## src/design/sdi_pkg.sv

```systemverilog
// Constants, register map and types of the servo digital input block
package sdi_pkg;
	localparam int ADDR_W = 4;
	localparam logic [ADDR_W-1:0] REG_CTRL   = 4'h0;
	localparam logic [ADDR_W-1:0] REG_STATUS = 4'h4;
	localparam logic [ADDR_W-1:0] REG_SELECT = 4'h8;
	localparam logic [ADDR_W-1:0] REG_CMD    = 4'hC;
	// Control register fields
	localparam int CTRL_ANALOG_DIG = 0;
	localparam int CTRL_ENC_EMU    = 1;
	localparam int CTRL_DOUT12     = 2;
	localparam int CTRL_NC_CONTACT = 3;
	localparam int CTRL_NODE_OFS   = 4;
	localparam int CTRL_POS_MODE   = 5;
	localparam int CTRL_W          = 6;
	localparam logic [CTRL_W-1:0] CTRL_RESET = 6'h28;
	// Command register fields (write one, self clearing)
	localparam int CMD_ERROR  = 0;
	localparam int CMD_AT_0   = 1;
	localparam int CMD_INIT_D = 2;
	// Status register fields
	localparam int ST_STATE_LO  = 0;
	localparam int ST_PWR       = 3;
	localparam int ST_LOOP      = 4;
	localparam int ST_POS_OK    = 5;
	localparam int ST_NEG_OK    = 6;
	localparam int ST_LIM_STOP  = 7;
	localparam int ST_START_CNT = 8;
	localparam int SEL_W   = 6;
	localparam int DEST_W  = 4;
	localparam int GROUP_W = 2;
	localparam int NODE_W  = 8;
	localparam int SYNC_W  = 10;
	localparam int CNT_W   = 8;
	// Control loop initialization time and its cycle count at 20 MHz
	localparam int CLK_HZ       = 20000000;
	localparam int INIT_TIME_US = 100;
	localparam int INIT_CYCLES  = INIT_TIME_US * (CLK_HZ / 1000000);
	localparam int INIT_CNT_W   = 12;
	typedef enum logic [2:0] {
		ST_OFF,
		ST_INIT,
		ST_ACTIVE,
		ST_DECEL,
		ST_ERROR
	} sdi_state_type;
endpackage

```

## src/design/sdi_top.sv

```systemverilog
// Digital input decoder of a servo positioning controller
//
// Design decisions made here: the register addresses and register access over Wishbone.
`timescale 1ns/1ps
module sdi_top (
	input  wire logic                       clock,
	input  wire logic                       rstn,
	input  wire logic                       wb_cyc_i,
	input  wire logic                       wb_stb_i,
	input  wire logic                       wb_we_i,
	input  wire logic [sdi_pkg::ADDR_W-1:0] wb_adr_i,
	input  wire logic [31:0]                wb_dat_i,
	input  wire logic [3:0]                 wb_sel_i,
	output logic      [31:0]                wb_dat_o,
	output logic                            wb_ack_o,
	input  wire logic                       dest_sel_bit0,
	input  wire logic                       dest_sel_bit1,
	input  wire logic                       dest_sel_bit2,
	input  wire logic                       dest_sel_bit3,
	input  wire logic                       group_sel_bit0,
	input  wire logic                       group_sel_bit1,
	input  wire logic                       position_start_input,
	input  wire logic                       negative_limit_input,
	input  wire logic                       positive_limit_input,
	input  wire logic                       controller_enable_input,
	input  wire logic [sdi_pkg::NODE_W-1:0] node_base,
	output logic      [sdi_pkg::SEL_W-1:0]  target_index,
	output logic      [sdi_pkg::GROUP_W-1:0] param_group,
	output logic      [sdi_pkg::DEST_W-1:0] destination,
	output logic                            start_run,
	output logic                            pos_setpoint_ok,
	output logic                            neg_setpoint_ok,
	output logic                            limit_decel,
	output logic                            loop_init,
	output logic                            loop_enable,
	output logic                            power_stage_on,
	output logic                            decel_to_zero,
	output logic                            error_ack,
	output logic                            ready_op,
	output logic      [sdi_pkg::NODE_W-1:0] node_number
);
	import sdi_pkg::*;

	// Two-stage synchronisers on all ten inputs
	logic [SYNC_W-1:0] pin_w;
	logic [SYNC_W-1:0] sync1_r;
	logic [SYNC_W-1:0] sync2_r;
	logic [SYNC_W-1:0] prev_r;
	assign pin_w = {controller_enable_input, positive_limit_input,
		negative_limit_input, position_start_input, group_sel_bit1,
		group_sel_bit0, dest_sel_bit3, dest_sel_bit2, dest_sel_bit1,
		dest_sel_bit0};

	always_ff @(posedge clock or negedge rstn) begin
		if (!rstn) begin
			sync1_r <= '0;
			sync2_r <= '0;
			prev_r  <= '0;
		end else begin
			sync1_r <= pin_w;
			sync2_r <= sync1_r;
			prev_r  <= sync2_r;
		end
	end

	// Edges taken only on synchronised samples, so each is seen once
	wire start_rise_w = sync2_r[6] & ~prev_r[6];
	wire en_rise_w    = sync2_r[9] & ~prev_r[9];
	wire en_fall_w    = ~sync2_r[9] & prev_r[9];

	// Register bus
	logic [CTRL_W-1:0] ctrl_r;
	logic              ack_r;
	logic [31:0]       rdata_r;
	logic              err_r;
	logic              at_zero_r;
	logic              init_done_r;
	wire bus_req_w   = wb_cyc_i & wb_stb_i & ~ack_r;
	wire wr_w        = bus_req_w & wb_we_i & wb_sel_i[0];
	wire wr_ctrl_w   = wr_w & (wb_adr_i == REG_CTRL);
	wire wr_cmd_w    = wr_w & (wb_adr_i == REG_CMD);

	// Availability of each selector line
	wire low_avail_w = ctrl_r[CTRL_ANALOG_DIG];
	wire mid_block_w = ctrl_r[CTRL_ENC_EMU]
		| ctrl_r[CTRL_DOUT12];
	wire [SEL_W-1:0] sel_mask_w = {2'b11, ~mid_block_w, ~mid_block_w,
		2'b11} & {2'b11, {DEST_W{low_avail_w}}};
	wire [SEL_W-1:0] sel_w = sync2_r[SEL_W-1:0] & sel_mask_w;

	// Passive level: high for NC contact, low for NO contact
	wire nc_w       = ctrl_r[CTRL_NC_CONTACT];
	wire neg_pass_w = ~(sync2_r[7] ^ nc_w);
	wire pos_pass_w = ~(sync2_r[8] ^ nc_w);

	// Enable state machine
	sdi_state_type      state_r;
	sdi_state_type      state_nxt;
	logic [INIT_CNT_W-1:0] init_cnt_r;
	logic               lim_hit_r;
	logic               lim_dir_pos_r;
	logic               pos_clear_r;
	logic               neg_clear_r;
	logic [CNT_W-1:0]   start_cnt_r;

	wire init_end_w = (init_cnt_r == INIT_CNT_W'(INIT_CYCLES - 1))
		| init_done_r;

	always_comb begin
		state_nxt = state_r;
		case (state_r)
			ST_OFF: begin
				if (err_r)
					state_nxt = ST_ERROR;
				else if (en_rise_w)
					state_nxt = ST_INIT;
			end
			ST_INIT: begin
				if (err_r)
					state_nxt = ST_ERROR;
				else if (en_fall_w)
					state_nxt = ST_OFF;
				else if (init_end_w)
					state_nxt = ST_ACTIVE;
			end
			ST_ACTIVE: begin
				if (err_r)
					state_nxt = ST_ERROR;
				else if (en_fall_w && !lim_hit_r)
					state_nxt = ST_DECEL;
			end
			ST_DECEL: begin
				if (err_r)
					state_nxt = ST_ERROR;
				else if (at_zero_r)
					state_nxt = ST_OFF;
			end
			ST_ERROR: begin
				if (en_fall_w)
					state_nxt = ST_OFF;
			end
			default: state_nxt = ST_OFF;
		endcase
	end

	wire ack_evt_w = (state_r == ST_ERROR) & en_fall_w;
	wire active_w  = (state_r == ST_ACTIVE);
	wire neg_ok_w  = neg_pass_w | neg_clear_r;
	wire pos_ok_w  = pos_pass_w | pos_clear_r;
	wire lim_now_w = active_w & (~neg_pass_w | ~pos_pass_w);
	wire [NODE_W-1:0] ofs_w = ctrl_r[CTRL_NODE_OFS] ?
		{{(NODE_W-DEST_W){1'b0}}, sel_w[DEST_W-1:0]} : '0;

	always_ff @(posedge clock or negedge rstn) begin
		if (!rstn) begin
			state_r    <= ST_OFF;
			init_cnt_r <= '0;
		end else begin
			state_r    <= state_nxt;
			init_cnt_r <= (state_r == ST_INIT) ?
				init_cnt_r + 1'b1 : '0;
		end
	end

	// Error and motion feedback flags; the set wins over the clear
	always_ff @(posedge clock or negedge rstn) begin
		if (!rstn) begin
			err_r       <= 1'b0;
			at_zero_r   <= 1'b0;
			init_done_r <= 1'b0;
		end else begin
			if (wr_cmd_w && wb_dat_i[CMD_ERROR])
				err_r <= 1'b1;
			else if (ack_evt_w)
				err_r <= 1'b0;
			at_zero_r   <= wr_cmd_w & wb_dat_i[CMD_AT_0];
			init_done_r <= wr_cmd_w & wb_dat_i[CMD_INIT_D];
		end
	end

	// Limit stop bookkeeping: enable fall after a hit clears the stop
	always_ff @(posedge clock or negedge rstn) begin
		if (!rstn) begin
			lim_hit_r     <= 1'b0;
			lim_dir_pos_r <= 1'b0;
			pos_clear_r   <= 1'b0;
			neg_clear_r   <= 1'b0;
		end else begin
			if (lim_now_w && !lim_hit_r && !pos_clear_r && !neg_clear_r) begin
				lim_hit_r     <= 1'b1;
				lim_dir_pos_r <= ~pos_pass_w;
			end else if (lim_hit_r && en_fall_w) begin
				lim_hit_r   <= 1'b0;
				pos_clear_r <= lim_dir_pos_r;
				neg_clear_r <= ~lim_dir_pos_r;
			end
			if (pos_clear_r && pos_pass_w)
				pos_clear_r <= 1'b0;
			if (neg_clear_r && neg_pass_w)
				neg_clear_r <= 1'b0;
		end
	end

	// Registered outputs
	always_ff @(posedge clock or negedge rstn) begin
		if (!rstn) begin
			target_index    <= '0;
			param_group     <= '0;
			destination     <= '0;
			start_run       <= 1'b0;
			start_cnt_r     <= '0;
			pos_setpoint_ok <= 1'b0;
			neg_setpoint_ok <= 1'b0;
			limit_decel     <= 1'b0;
			loop_init       <= 1'b0;
			loop_enable     <= 1'b0;
			power_stage_on  <= 1'b0;
			decel_to_zero   <= 1'b0;
			error_ack       <= 1'b0;
			ready_op        <= 1'b0;
			node_number     <= '0;
		end else begin
			// Selection latched on the start edge is the level sampled in the same cycle as it
			if (start_rise_w && active_w && ctrl_r[CTRL_POS_MODE]) begin
				target_index <= sel_w;
				param_group  <= sel_w[SEL_W-1:DEST_W];
				destination  <= sel_w[DEST_W-1:0];
				start_cnt_r  <= start_cnt_r + 1'b1;
			end
			start_run       <= start_rise_w & active_w
				& ctrl_r[CTRL_POS_MODE];
			pos_setpoint_ok <= pos_ok_w;
			neg_setpoint_ok <= neg_ok_w;
			limit_decel     <= lim_hit_r;
			loop_init       <= (state_nxt == ST_INIT);
			loop_enable     <= (state_nxt == ST_ACTIVE);
			// Power held through limit stop and deceleration
			power_stage_on  <= (state_nxt == ST_ACTIVE)
				| (state_nxt == ST_DECEL);
			decel_to_zero   <= (state_nxt == ST_DECEL);
			error_ack       <= ack_evt_w;
			ready_op        <= (state_nxt != ST_ERROR);
			node_number     <= node_base + ofs_w;
		end
	end

	// Wishbone slave: one wait state, ack one cycle, unmapped reads zero
	wire [31:0] status_w = {16'h0000, start_cnt_r, lim_hit_r,
		neg_ok_w, pos_ok_w, loop_enable, power_stage_on, 3'(state_r)};
	wire [31:0] rmux_w =
		(wb_adr_i == REG_CTRL)   ? {26'h0, ctrl_r} :
		(wb_adr_i == REG_STATUS) ? status_w :
		(wb_adr_i == REG_SELECT) ? {18'h0, sync2_r[9:6], 4'h0, sel_w} :
		32'h0000_0000;

	always_ff @(posedge clock or negedge rstn) begin
		if (!rstn) begin
			ctrl_r  <= CTRL_RESET;
			ack_r   <= 1'b0;
			rdata_r <= '0;
		end else begin
			ack_r <= bus_req_w;
			if (bus_req_w)
				rdata_r <= rmux_w;
			if (wr_ctrl_w)
				ctrl_r <= wb_dat_i[CTRL_W-1:0];
		end
	end

	assign wb_ack_o = ack_r;
	assign wb_dat_o = rdata_r;
endmodule

```

## config.mk

```make
export PLATFORM = sky130hd
export DESIGN_NAME = sdi_top
export DESIGN_NICKNAME = d
export VERILOG_FILES = /design/src/design/sdi_pkg.sv /design/src/design/sdi_top.sv
export SDC_FILE = /design/constraint.sdc
export NUM_CORES = 1
export LEC_CHECK = 0
export BUFFER_PORTS_ARGS = -buffer_cell sky130_fd_sc_hd__clkbuf_2
export CORE_MARGIN = 3
export CORE_UTILIZATION = 46
export DETAILED_ROUTE_END_ITERATION = 10
export PLACE_DENSITY = 0.83
export SLEW_MARGIN = 20
export SYNTH_ARGS = -nofsm -noshare
export SYNTH_HDL_FRONTEND = slang
export SYNTH_SLANG_ARGS = --single-unit
```

## constraint.sdc

```tcl
create_clock -name clock -period 1.99 [get_ports clock]
set_clock_uncertainty 0.15 [all_clocks]
set_input_delay 0.597 -clock clock [delete_from_list [all_inputs] [get_ports clock]]
set_output_delay 0.597 -clock clock [all_outputs]
set_load 0.02 [all_outputs]
```

* After elaboration in Yosys (flattened, before gate mapping)
Cells that the tools add are included.
** Storage, ports and cells
- Register bits :: 129
- Word-level logic and storage cells :: 127
- Bits of input ports :: 63
** Cells by class
- Add/sub/neg operators :: 3
- Bitwise gates (word level) :: 33
- Reduce and logical (&&, ||, !) cells :: 21
- Muxes and demuxes :: 26
- Equality and inequality tests :: 14
** Operators with widths (number)
- 16-bit two-way mux :: 2
- 3-bit two-way mux :: 10
- 1-bit bitwise AND :: 15
- 3-bit one-hot mux with 5 select lines :: 1
- 14-bit two-way mux :: 1
- 12-bit by 1-bit adder with 12-bit output (second input constant) :: 1
- 6-bit bitwise AND :: 2
- 12-bit by 11-bit equality test with 1-bit output (second input constant) :: 1
- 3-bit by 2-bit equality test with 1-bit output (second input constant) :: 4
- 12-bit two-way mux :: 1
- 1-bit logical AND :: 10
- 1-bit two-way mux :: 10
- 8-bit by 1-bit adder with 8-bit output (second input constant) :: 1
- 8-bit by 4-bit adder with 8-bit output :: 1
- 4-bit equality test (second input constant) :: 2
- 1-bit inverter :: 8
- 2-bit nonzero test :: 4
- 3-bit by 1-bit equality test with 1-bit output (second input constant) :: 2
- 1-bit OR :: 6
- 4-bit by 3-bit equality test with 1-bit output (second input constant) :: 1
- 4-bit logical NOT :: 1
- 4-bit two-way mux :: 1
- 2-bit by 1-bit != test with 1-bit output (second input constant) :: 2
- 2-bit AND reduction :: 2
- 5 further kinds :: 8

* Logic depth before layout (Yosys ltp)
Gate-level depths: netlist (run 1).
- Depth in word-level cells :: 8
- Depth in mapped cells :: 8
- Gate-level depth less buffers :: 8

* Worst setup path before layout (run 1)
Ideal clock, no wire load.
- Path type :: register to register
- From :: register ctrl_r[0]
- To :: register node_number[6] (netlist name)
- Clock period less this slack :: 2109 ps
- Path buffers :: 0
- Arrival time :: 1831 ps
- Cell stages (with the launch flop) :: 8
- Slack :: -119 ps
- Cell sequence :: dfrtp_1 > nor3b_1 > and3_1 > ha_1 > nor2b_1 > o21ai_0 > a21oi_1 > xor2_1
** Between the ends
- Longest elaborated chain between the ends :: 4
** RTL lines
- from (decl) :: RTL line sdi_top.sv:72 : logic [CTRL_W-1:0] ctrl_r;
- from (signal assigned) :: RTL line sdi_top.sv:266 : ctrl_r <= wb_dat_i[CTRL_W-1:0];
- 6-bit bitwise AND :: RTL line sdi_top.sv:88 : 2'b11} & {2'b11, {DEST_W{low_avail_w}}};
- 6-bit bitwise AND :: RTL line sdi_top.sv:89 : wire [SEL_W-1:0] sel_w = sync2_r[SEL_W-1:0] & sel_mask_w;
- 4-bit two-way mux :: RTL line sdi_top.sv:151 : wire [NODE_W-1:0] ofs_w = ctrl_r[CTRL_NODE_OFS] ?
- 8-bit by 4-bit adder with 8-bit output :: RTL line sdi_top.sv:243 : node_number <= node_base + ofs_w;
- to (signal assigned) :: RTL line sdi_top.sv:243
- to (decl) :: RTL line sdi_top.sv:40 : output logic [sdi_pkg::NODE_W-1:0] node_number
No other way between the ends.
A chain may end at the register's enable or synchronous reset.

* Worst setup path in the final report (run 1)
- From :: register ctrl_r[2]
- To :: register node_number[6] (netlist name)
** Between the ends
- Longest elaborated chain between the ends :: 6
** RTL lines
- 1-bit OR :: RTL line sdi_top.sv:86 : | ctrl_r[CTRL_DOUT12];
- 1-bit inverter :: RTL line sdi_top.sv:87 : wire [SEL_W-1:0] sel_mask_w = {2'b11, ~mid_block_w, ~mid_block_w,
- 6-bit bitwise AND :: RTL line sdi_top.sv:88
- 6-bit bitwise AND :: RTL line sdi_top.sv:89
- 4-bit two-way mux :: RTL line sdi_top.sv:151
- 8-bit by 4-bit adder with 8-bit output :: RTL line sdi_top.sv:243
No other way between the ends.

==> impl_metrics.yaml, run 1 <==
outcome:
  status: "completed"
die:
  rows: 34
  die-area_um2: 10300
  ioPinCount: 126
  die_x_um: 101
  start_util_pct: 47.8
  chipHeight_um: 101
  core_area_um2: 8760
logic_synthesis:
  synth_compound_area_share_pct: 9.50
  avgSynthCellArea_um2: 11.5
  post_synth_num_cell_types: 54
  ys_async_sr_fraction_pct: 100
  yosys.area_share.simple_pct: 14.1
  synthAdderAreaFrac_pct: 2.27
  ys_ff_latch: 99
  synthMuxAreaShare_pct: 3.38
  synth_edf_count: 0
  synth_xor_area_share_pct: 4.60
  synth_seq_area_share_pct: 59.2
  synth_top_family_by_area: "simple AND/OR/NAND/NOR gates"
  yosysWarnings: 0
  synthCells: 365
  synthFlopType: "dfrtp_1"
  netlist_area_um2: 4190
critical_path:
  end_kind: "register"
  path_max_fanout: 3
  cpMaxStageDelayCell: "dfrtp_1"
  cpLargestDelayFamily: "simple AND/OR/NAND/NOR gates"
  slowest_delay_ns: 0.42
  worst_ep_arrival_time_ns: 2.09
  path_cells: "nor3b_2, and3_1, ha_1, nor2b_1, o21ai_1, a21oi_1, xor2_1"
  cp-start-kind: "register"
  crit_buf_inv: 0
  worstPathRequired_ns: 2.10
  crit_type: "reg -> reg"
timing:
  post-route-min-period_ns: 1.98
  hold_viol: 0
  min_period_over_period_pct: 99.5
  max_freq_mhz: 505
  setup_ws_ns: 0.0102
  rsz0062_at_grt: "yes"
  setup_viol: 0
  slew_viol_final: 0
drt:
  vias: 3120
  routedWlPerCell_um: 15.9
  drt-initial-drc-count: 120
  vias_per_cell: 5.30
  drtAntennaViolNets: 0
  totalWireLength_um: 9380
  dr.pass1.iters: 4
  drcViolationCount: 0
placed_design:
  io_buffers: 80
  placed_area_um2: 4850
  numPlacedInstances: 572
  gp_congestion: 0.794
  dp_hpwl_um: 6840
  pre_cts_slack_ns: -0.108
power:
  p_per_area_nw_per_um2: 790
  leakagePower_nw: 2.54
  peakVddDrop_uv: 576
global_routing:
  met2_usage_pct: 30.3
  grt_overflow: 0
  grt_pass1_vias: 3132
  grt_pass1_wl_um: 15000
  use_met1_pct: 23.4
  grt_use_met3_pct: 5.58
  track_usage_pct: 18.7
  top_usage_layer: "met2"
  grt_max_degree: 50
  antenna_found_initial: 0
cells_and_area:
  final_area_um2: 5130
  drive_above_1_share_pct: 33.9
  final-seq-area_um2: 2480
  antennaDiodeCount: 0
  final_util_pct: 58.5
  nFillCells: 717
  finalNetCount: 546
  final_cells: 589
  multi_input_area_um2: 1560
  syn2layout_area_growth_pct: 22.4
cts:
  clk_path_buf_depth: 2
  postCtsHoldBufs: 0
  cts-root-buf: "clkbuf_8"
  cts_tree: "built"
  cts_buffers: 9
  cts_sinks: 99
  htreeDepth: 3
  clkTransAtPathRegs_ns: 0.10
  clkLatencyLatePin_ns: 0.37
min_path:
  hold_class: "in -> async"
job:
  cap_violations: 0
-- per-layer routing --
layer | up-vias | part of all wire [%]
li1 | 1442 | -
met3 | 21 | 7.1
met4 | 0 | 2.7
met2 | 107 | 50
met1 | 1550 | 40
met5 | - | 0
-- kinds of logic (layout without fill, tap and decap cells) --
kind of cell | Yosys count | count (layout)
buffers and inverters | 52 | 153
adders and majority gates | 7 | 7
and+or+nand+nor | 111 | 111
xor gates and xnor gates | 22 | 22
AOI/OAI and AO/OA | 60 | 60
muxes | 13 | 13
DFF | 99 | 99
other | 1 | 16
-- Yosys cell counts, types with 2 or more instances --
cell type	instances	area [um^2]
a31oi_1	3	18.8
a22o_1	8	70.1
nor2b_1	4	25.0
nor3_1	6	30.0
nor3b_1	3	22.5
nand2_1	23	86.3
dfstp_2	2	52.6
mux2_2	9	101
nand3b_1	4	30.0
and4_1	2	17.5
nor4_1	3	18.8
clkbuf_1	5	18.8
xor2_1	6	52.6
a221oi_1	2	17.5
buf_4	22	165
or3_1	4	25.0
mux2i_1	4	40.0
a211oi_1	3	22.5
nand4_1	5	31.3
and2_1	2	12.5
nor2_1	25	93.8
and3_1	5	31.3
dfrtp_1	97	2430
nand3_1	16	80.1
a21oi_1	10	50.1
ha_1	6	75.1
buf_2	2	10.0
a22oi_1	4	30.0
o21ai_0	20	100
inv_1	21	78.8
xnor2_1	16	140
-- path summary, 6_finish.rpt --
check | startpoint | end | slack (ns) | depth (start not counted)
max in group asynchronous | rstn | init_cnt_r[2] | 1.33 | 2
worst min register to register | sync1_r[3] | sync2_r[3] | 0.20 | 0
worst max-delay path | ctrl_r[2] | node_number[6] | 0.01 | 7
worst max register to register | ctrl_r[2] | node_number[6] | 0.01 | 7
min in group clock | dest_sel_bit1 | sync1_r[1] | 0.17 | 1
worst min-delay path | rstn | ctrl_r[1] | 0.04 | 2
-- per-stage QoR --
stage                     hold slack (ns)  setup TNS [ns]  total power, mW
after floorplan                     0.151               0             2.55
after detailed placement            0.186          -0.257             2.80
final                              0.0403               0             4.05
after global routing               0.0556          -0.182             4.23
after global placement              0.182         -0.0687             2.77
after CTS                          0.0576         -0.0108             4.05
-- report_power, final --
part	switching, mW	total (mW)	leakage (nW)	internal (mW)
Sequential	0.0662	2.19	1.29	2.12
Combinational	0.378	0.606	1.15	0.229
Clock	0.742	1.26	0.101	0.516
-- flip-flops by register name, summed over array words and instances, names as in the netlist, 2 cells and up --
register	flops
sync2_r	10
state_r	3
init_cnt_r	12
prev_r	2
start_cnt_r	8
target_index	6
wb_dat_o	16
node_number	8
sync1_r	10
ctrl_r	6
-- worst reg2reg max path: stages (launching register included) --
cell     delay [ns]
dfrtp_1        0.42
nor3b_2        0.25
and3_1         0.20
ha_1           0.25
nor2b_1        0.14
o21ai_1        0.18
a21oi_1        0.11
xor2_1         0.17
-- layout by cell type (no fill, tap or decap), types with 4 or more instances in the layout --
cell and n:
o21ai_0 18, nand3_1 15, xor2_1 6, mux2i_1 4, xnor2_1 16, dfrtp_1 97, conb_1 16, nor3_1 6
a21oi_1 10, clkbuf_2 79, nor2b_1 4, a22o_1 8, nand2_1 23, a22oi_1 4, mux2_2 9, and3_1 4
buf_4 36, inv_1 20, clkbuf_8 10, nand4_1 5, nor2_1 24, nand3b_1 4
-- what timing repair did --
| item | CTS | global route |
|---|---|---|
| cloned | 0 | 0 |
| setup endpoints to repair | 4 | 8 |
| endpoints found under the hold margin | 0 | 0 |
| setup buffers | 0 | 1 |
| pin swaps | 2 | 10 |
| gates resized for setup | 2 | 14 |
-- area by class of cell --
class	instances	share of cell area, %
sequential	99	48.4
clock buffer	10	2.68
inverter	21	1.54
timing repair buffer	116	13.4
tap	108	2.64
clock inverter	6	1.05
multi-input combinational	229	30.3
No activity file was read; power rests on OpenSTA's default activity.
==> inputs of run 2 (changes only) <==
ABC_AREA = 1   (was unset)
SETUP_SLACK_MARGIN = 0.05   (was unset)
==> run 2 against run 1 <==
Against the previous run: sequential share of layout area is 1.1 points higher; setup slack better by 0.027 ns; critical endpoint is now node_number[5]; register-to-register slack better by 0.03 ns; die area is 0.53% higher; largest power group unchanged; final cell count is 11% higher; critical path type unchanged.
==> impl_metrics.yaml, run 2 <==
timing:
  post-route-min-period_ns: 1.95
  slew_viol_final: 0
  setup_ws_ns: 0.0369
  rsz0062_at_grt: "yes"
  hold_viol: 0
  setup_viol: 0
  min_period_over_period_pct: 98.1
  max_freq_mhz: 512
cts:
  htreeDepth: 3
  cts_tree: "built"
  postCtsHoldBufs: 0
  clkTransAtPathRegs_ns: 0.11
  cts_sinks: 99
  cts_buffers: 9
  clkLatencyLatePin_ns: 0.37
  cts-root-buf: "clkbuf_8"
  clk_path_buf_depth: 2
logic_synthesis:
  yosysWarnings: 0
  synth_top_family_by_area: "simple AND/OR/NAND/NOR gates"
  yosys.area_share.simple_pct: 17.4
  ys_async_sr_fraction_pct: 100
  synth_common_cells: "dfrtp_1 (97), nand2_1 (85), inv_1 (55)"
  synth_top_area_share_pct: 57.6
  synth_edf_count: 0
  post_synth_num_cell_types: 35
  netlist_top_cells_area: "dfrtp_1 (58%), nand2_1 (7.6%), inv_1 (4.9%)"
  ys_ff_latch: 99
  synthFlopType: "dfrtp_1"
  synthCells: 440
  synth_compound_area_share_pct: 7.60
  synth_seq_area_share_pct: 58.9
  synth_xor_area_share_pct: 3.74
  synthMuxAreaShare_pct: 0
  netlist_area_um2: 4210
  synth_most_common_cell: "dfrtp_1"
  yosys.area.top_type: "dfrtp_1"
  avgSynthCellArea_um2: 9.57
  synthAdderAreaFrac_pct: 2.26
critical_path:
  cp-start-kind: "register"
  crit_type: "reg -> reg"
  end_kind: "register"
  path_max_fanout: 4
  worstPathRequired_ns: 2.09
  worst_ep_arrival_time_ns: 2.05
global_routing:
  grt_pass1_vias: 3095
  grt_max_degree: 38
  grt_use_met3_pct: 3.86
  antenna_found_initial: 0
  use_met1_pct: 24.0
  track_usage_pct: 17.6
  grt_pass1_wl_um: 14200
  grt_overflow: 0
  top_usage_layer: "met2"
  met2_usage_pct: 28.3
outcome:
  status: "completed"
die:
  rows: 34
  core_area_um2: 8810
  die-area_um2: 10300
  die_x_um: 102
  start_util_pct: 47.8
  chipHeight_um: 102
  ioPinCount: 126
drt:
  drtAntennaViolNets: 0
  totalWireLength_um: 8690
  vias: 3117
  drcViolationCount: 0
  routedWlPerCell_um: 13.3
  drt-initial-drc-count: 84
  dr.pass1.iters: 4
  vias_per_cell: 4.77
cells_and_area:
  finalNetCount: 610
  final_cell_mix: "dfrtp_1 (97), nand2_1 (84), clkbuf_2 (79)"
  nFillCells: 768
  drive_above_1_share_pct: 27.7
  largest_reg_flops: 16
  syn2layout_area_growth_pct: 19.0
  antennaDiodeCount: 0
  final_common_cell: "dfrtp_1"
  final_util_pct: 56.9
placed_design:
  dp_hpwl_um: 6660
  gp_congestion: 0.899
  pre_cts_slack_ns: -0.0304
  io_buffers: 80
power:
  leakagePower_nw: 2.62
  p_per_area_nw_per_um2: 820
  peakVddDrop_uv: 562
min_path:
  hold_class: "in -> async"
job:
  cap_violations: 0
==> run 2: cell types whose count changed after synthesis, moves of 9 or more <==
cell | previous run | this run
mux2_2 | 9 | 0
inv_1 | 21 | 55
xnor2_1 | 16 | 4
nand2_1 | 23 | 85
o21ai_0 | 20 | 32
nor2_1 | 25 | 42
==> run 2: area by class of cell <==
class | instances | area (um^2) | area share [%]
sequential | 99 | 2480 | 49.5
multi-input combinational | 267 | 1400 | 27.9
timing repair buffer | 100 | 578 | 11.5
inverter | 63 | 239 | 4.77
tap | 108 | 135 | 2.70
clock buffer | 9 | 124 | 2.47
clock inverter | 7 | 60.1 | 1.20
==> run 2: metrics by stage <==
step / cell area [um^2] / instances / hold WS, ns / power, mW / setup TNS [ns]
finish: 5010 / 653 / 0.0115 / 4.11 / 0
global route: 5010 / 653 / 0.0344 / 4.32 / -0.228
CTS: 4980 / 652 / 0.0172 / 4.14 / 0
detailed placement: 4770 / 633 / 0.186 / 2.92 / -0.0554
global placement: 4770 / 633 / 0.185 / 2.89 / 0
floorplan: 4270 / 455 / 0.151 / 2.67 / 0
==> run 2: critical path, cell delays in order, from the launching register on <==
cell and delay [ns]:
dfrtp_1 0.39, nor2_1 0.10, nand2_1 0.10, nor2_2 0.12
inv_1 0.06, nor2_1 0.10, ha_1 0.28, a21oi_2 0.16
nand2_2 0.09, a21oi_2 0.12, nor2_1 0.06, xor2_1 0.14
==> run 2: timing repair <==
action / in CTS / in global routing
hold endpoints to repair: 0 / 0
endpoints found under the setup margin: 4 / 5
pin swaps: 3 / 4
setup buffers: 3 / 1
gates resized for setup: 2 / 8
==> run 2: path summary, 6_finish.rpt <==
kind	start	slack, ns	depth (start not counted)	end
hold reg to reg	sync1_r[0]	0.21	0	sync2_r[0]
max in group asynchronous	rstn	1.14	2	sync1_r[3]
setup / recovery	ctrl_r[1]	0.04	11	node_number[5]
min in group clock	negative_limit_input	0.18	1	sync1_r[7]
hold / removal	rstn	0.01	1	neg_clear_r
setup reg to reg	ctrl_r[1]	0.04	11	node_number[5]
==> run 2: power by group <==
part           switching (mW)  internal (mW)
logic                   0.457          0.209
clock network           0.742          0.479
registers              0.0822           2.14
==> run 2: cells by family (layout without fill, tap and decap cells) <==
| kind of cell | Yosys count | count (layout) |
|---|---|---|
| flip-flops | 99 | 99 |
| other | 1 | 16 |
| AO/OA/AOI/OAI | 60 | 60 |
| buffers and inverters | 89 | 179 |
| AND/OR/NAND/NOR | 166 | 166 |
| XOR/XNOR | 18 | 18 |
| adder cells (fa/ha/maj) | 7 | 7 |
==> run 2: per-layer routing <==
| metal | wire (um) | vias to the layer above |
|---|---|---|
| met3 | 561 | 9 |
| met2 | 4040 | 91 |
| met5 | 0 | - |
| met4 | 111 | 0 |
| met1 | 3970 | 1468 |
| li1 | - | 1549 |
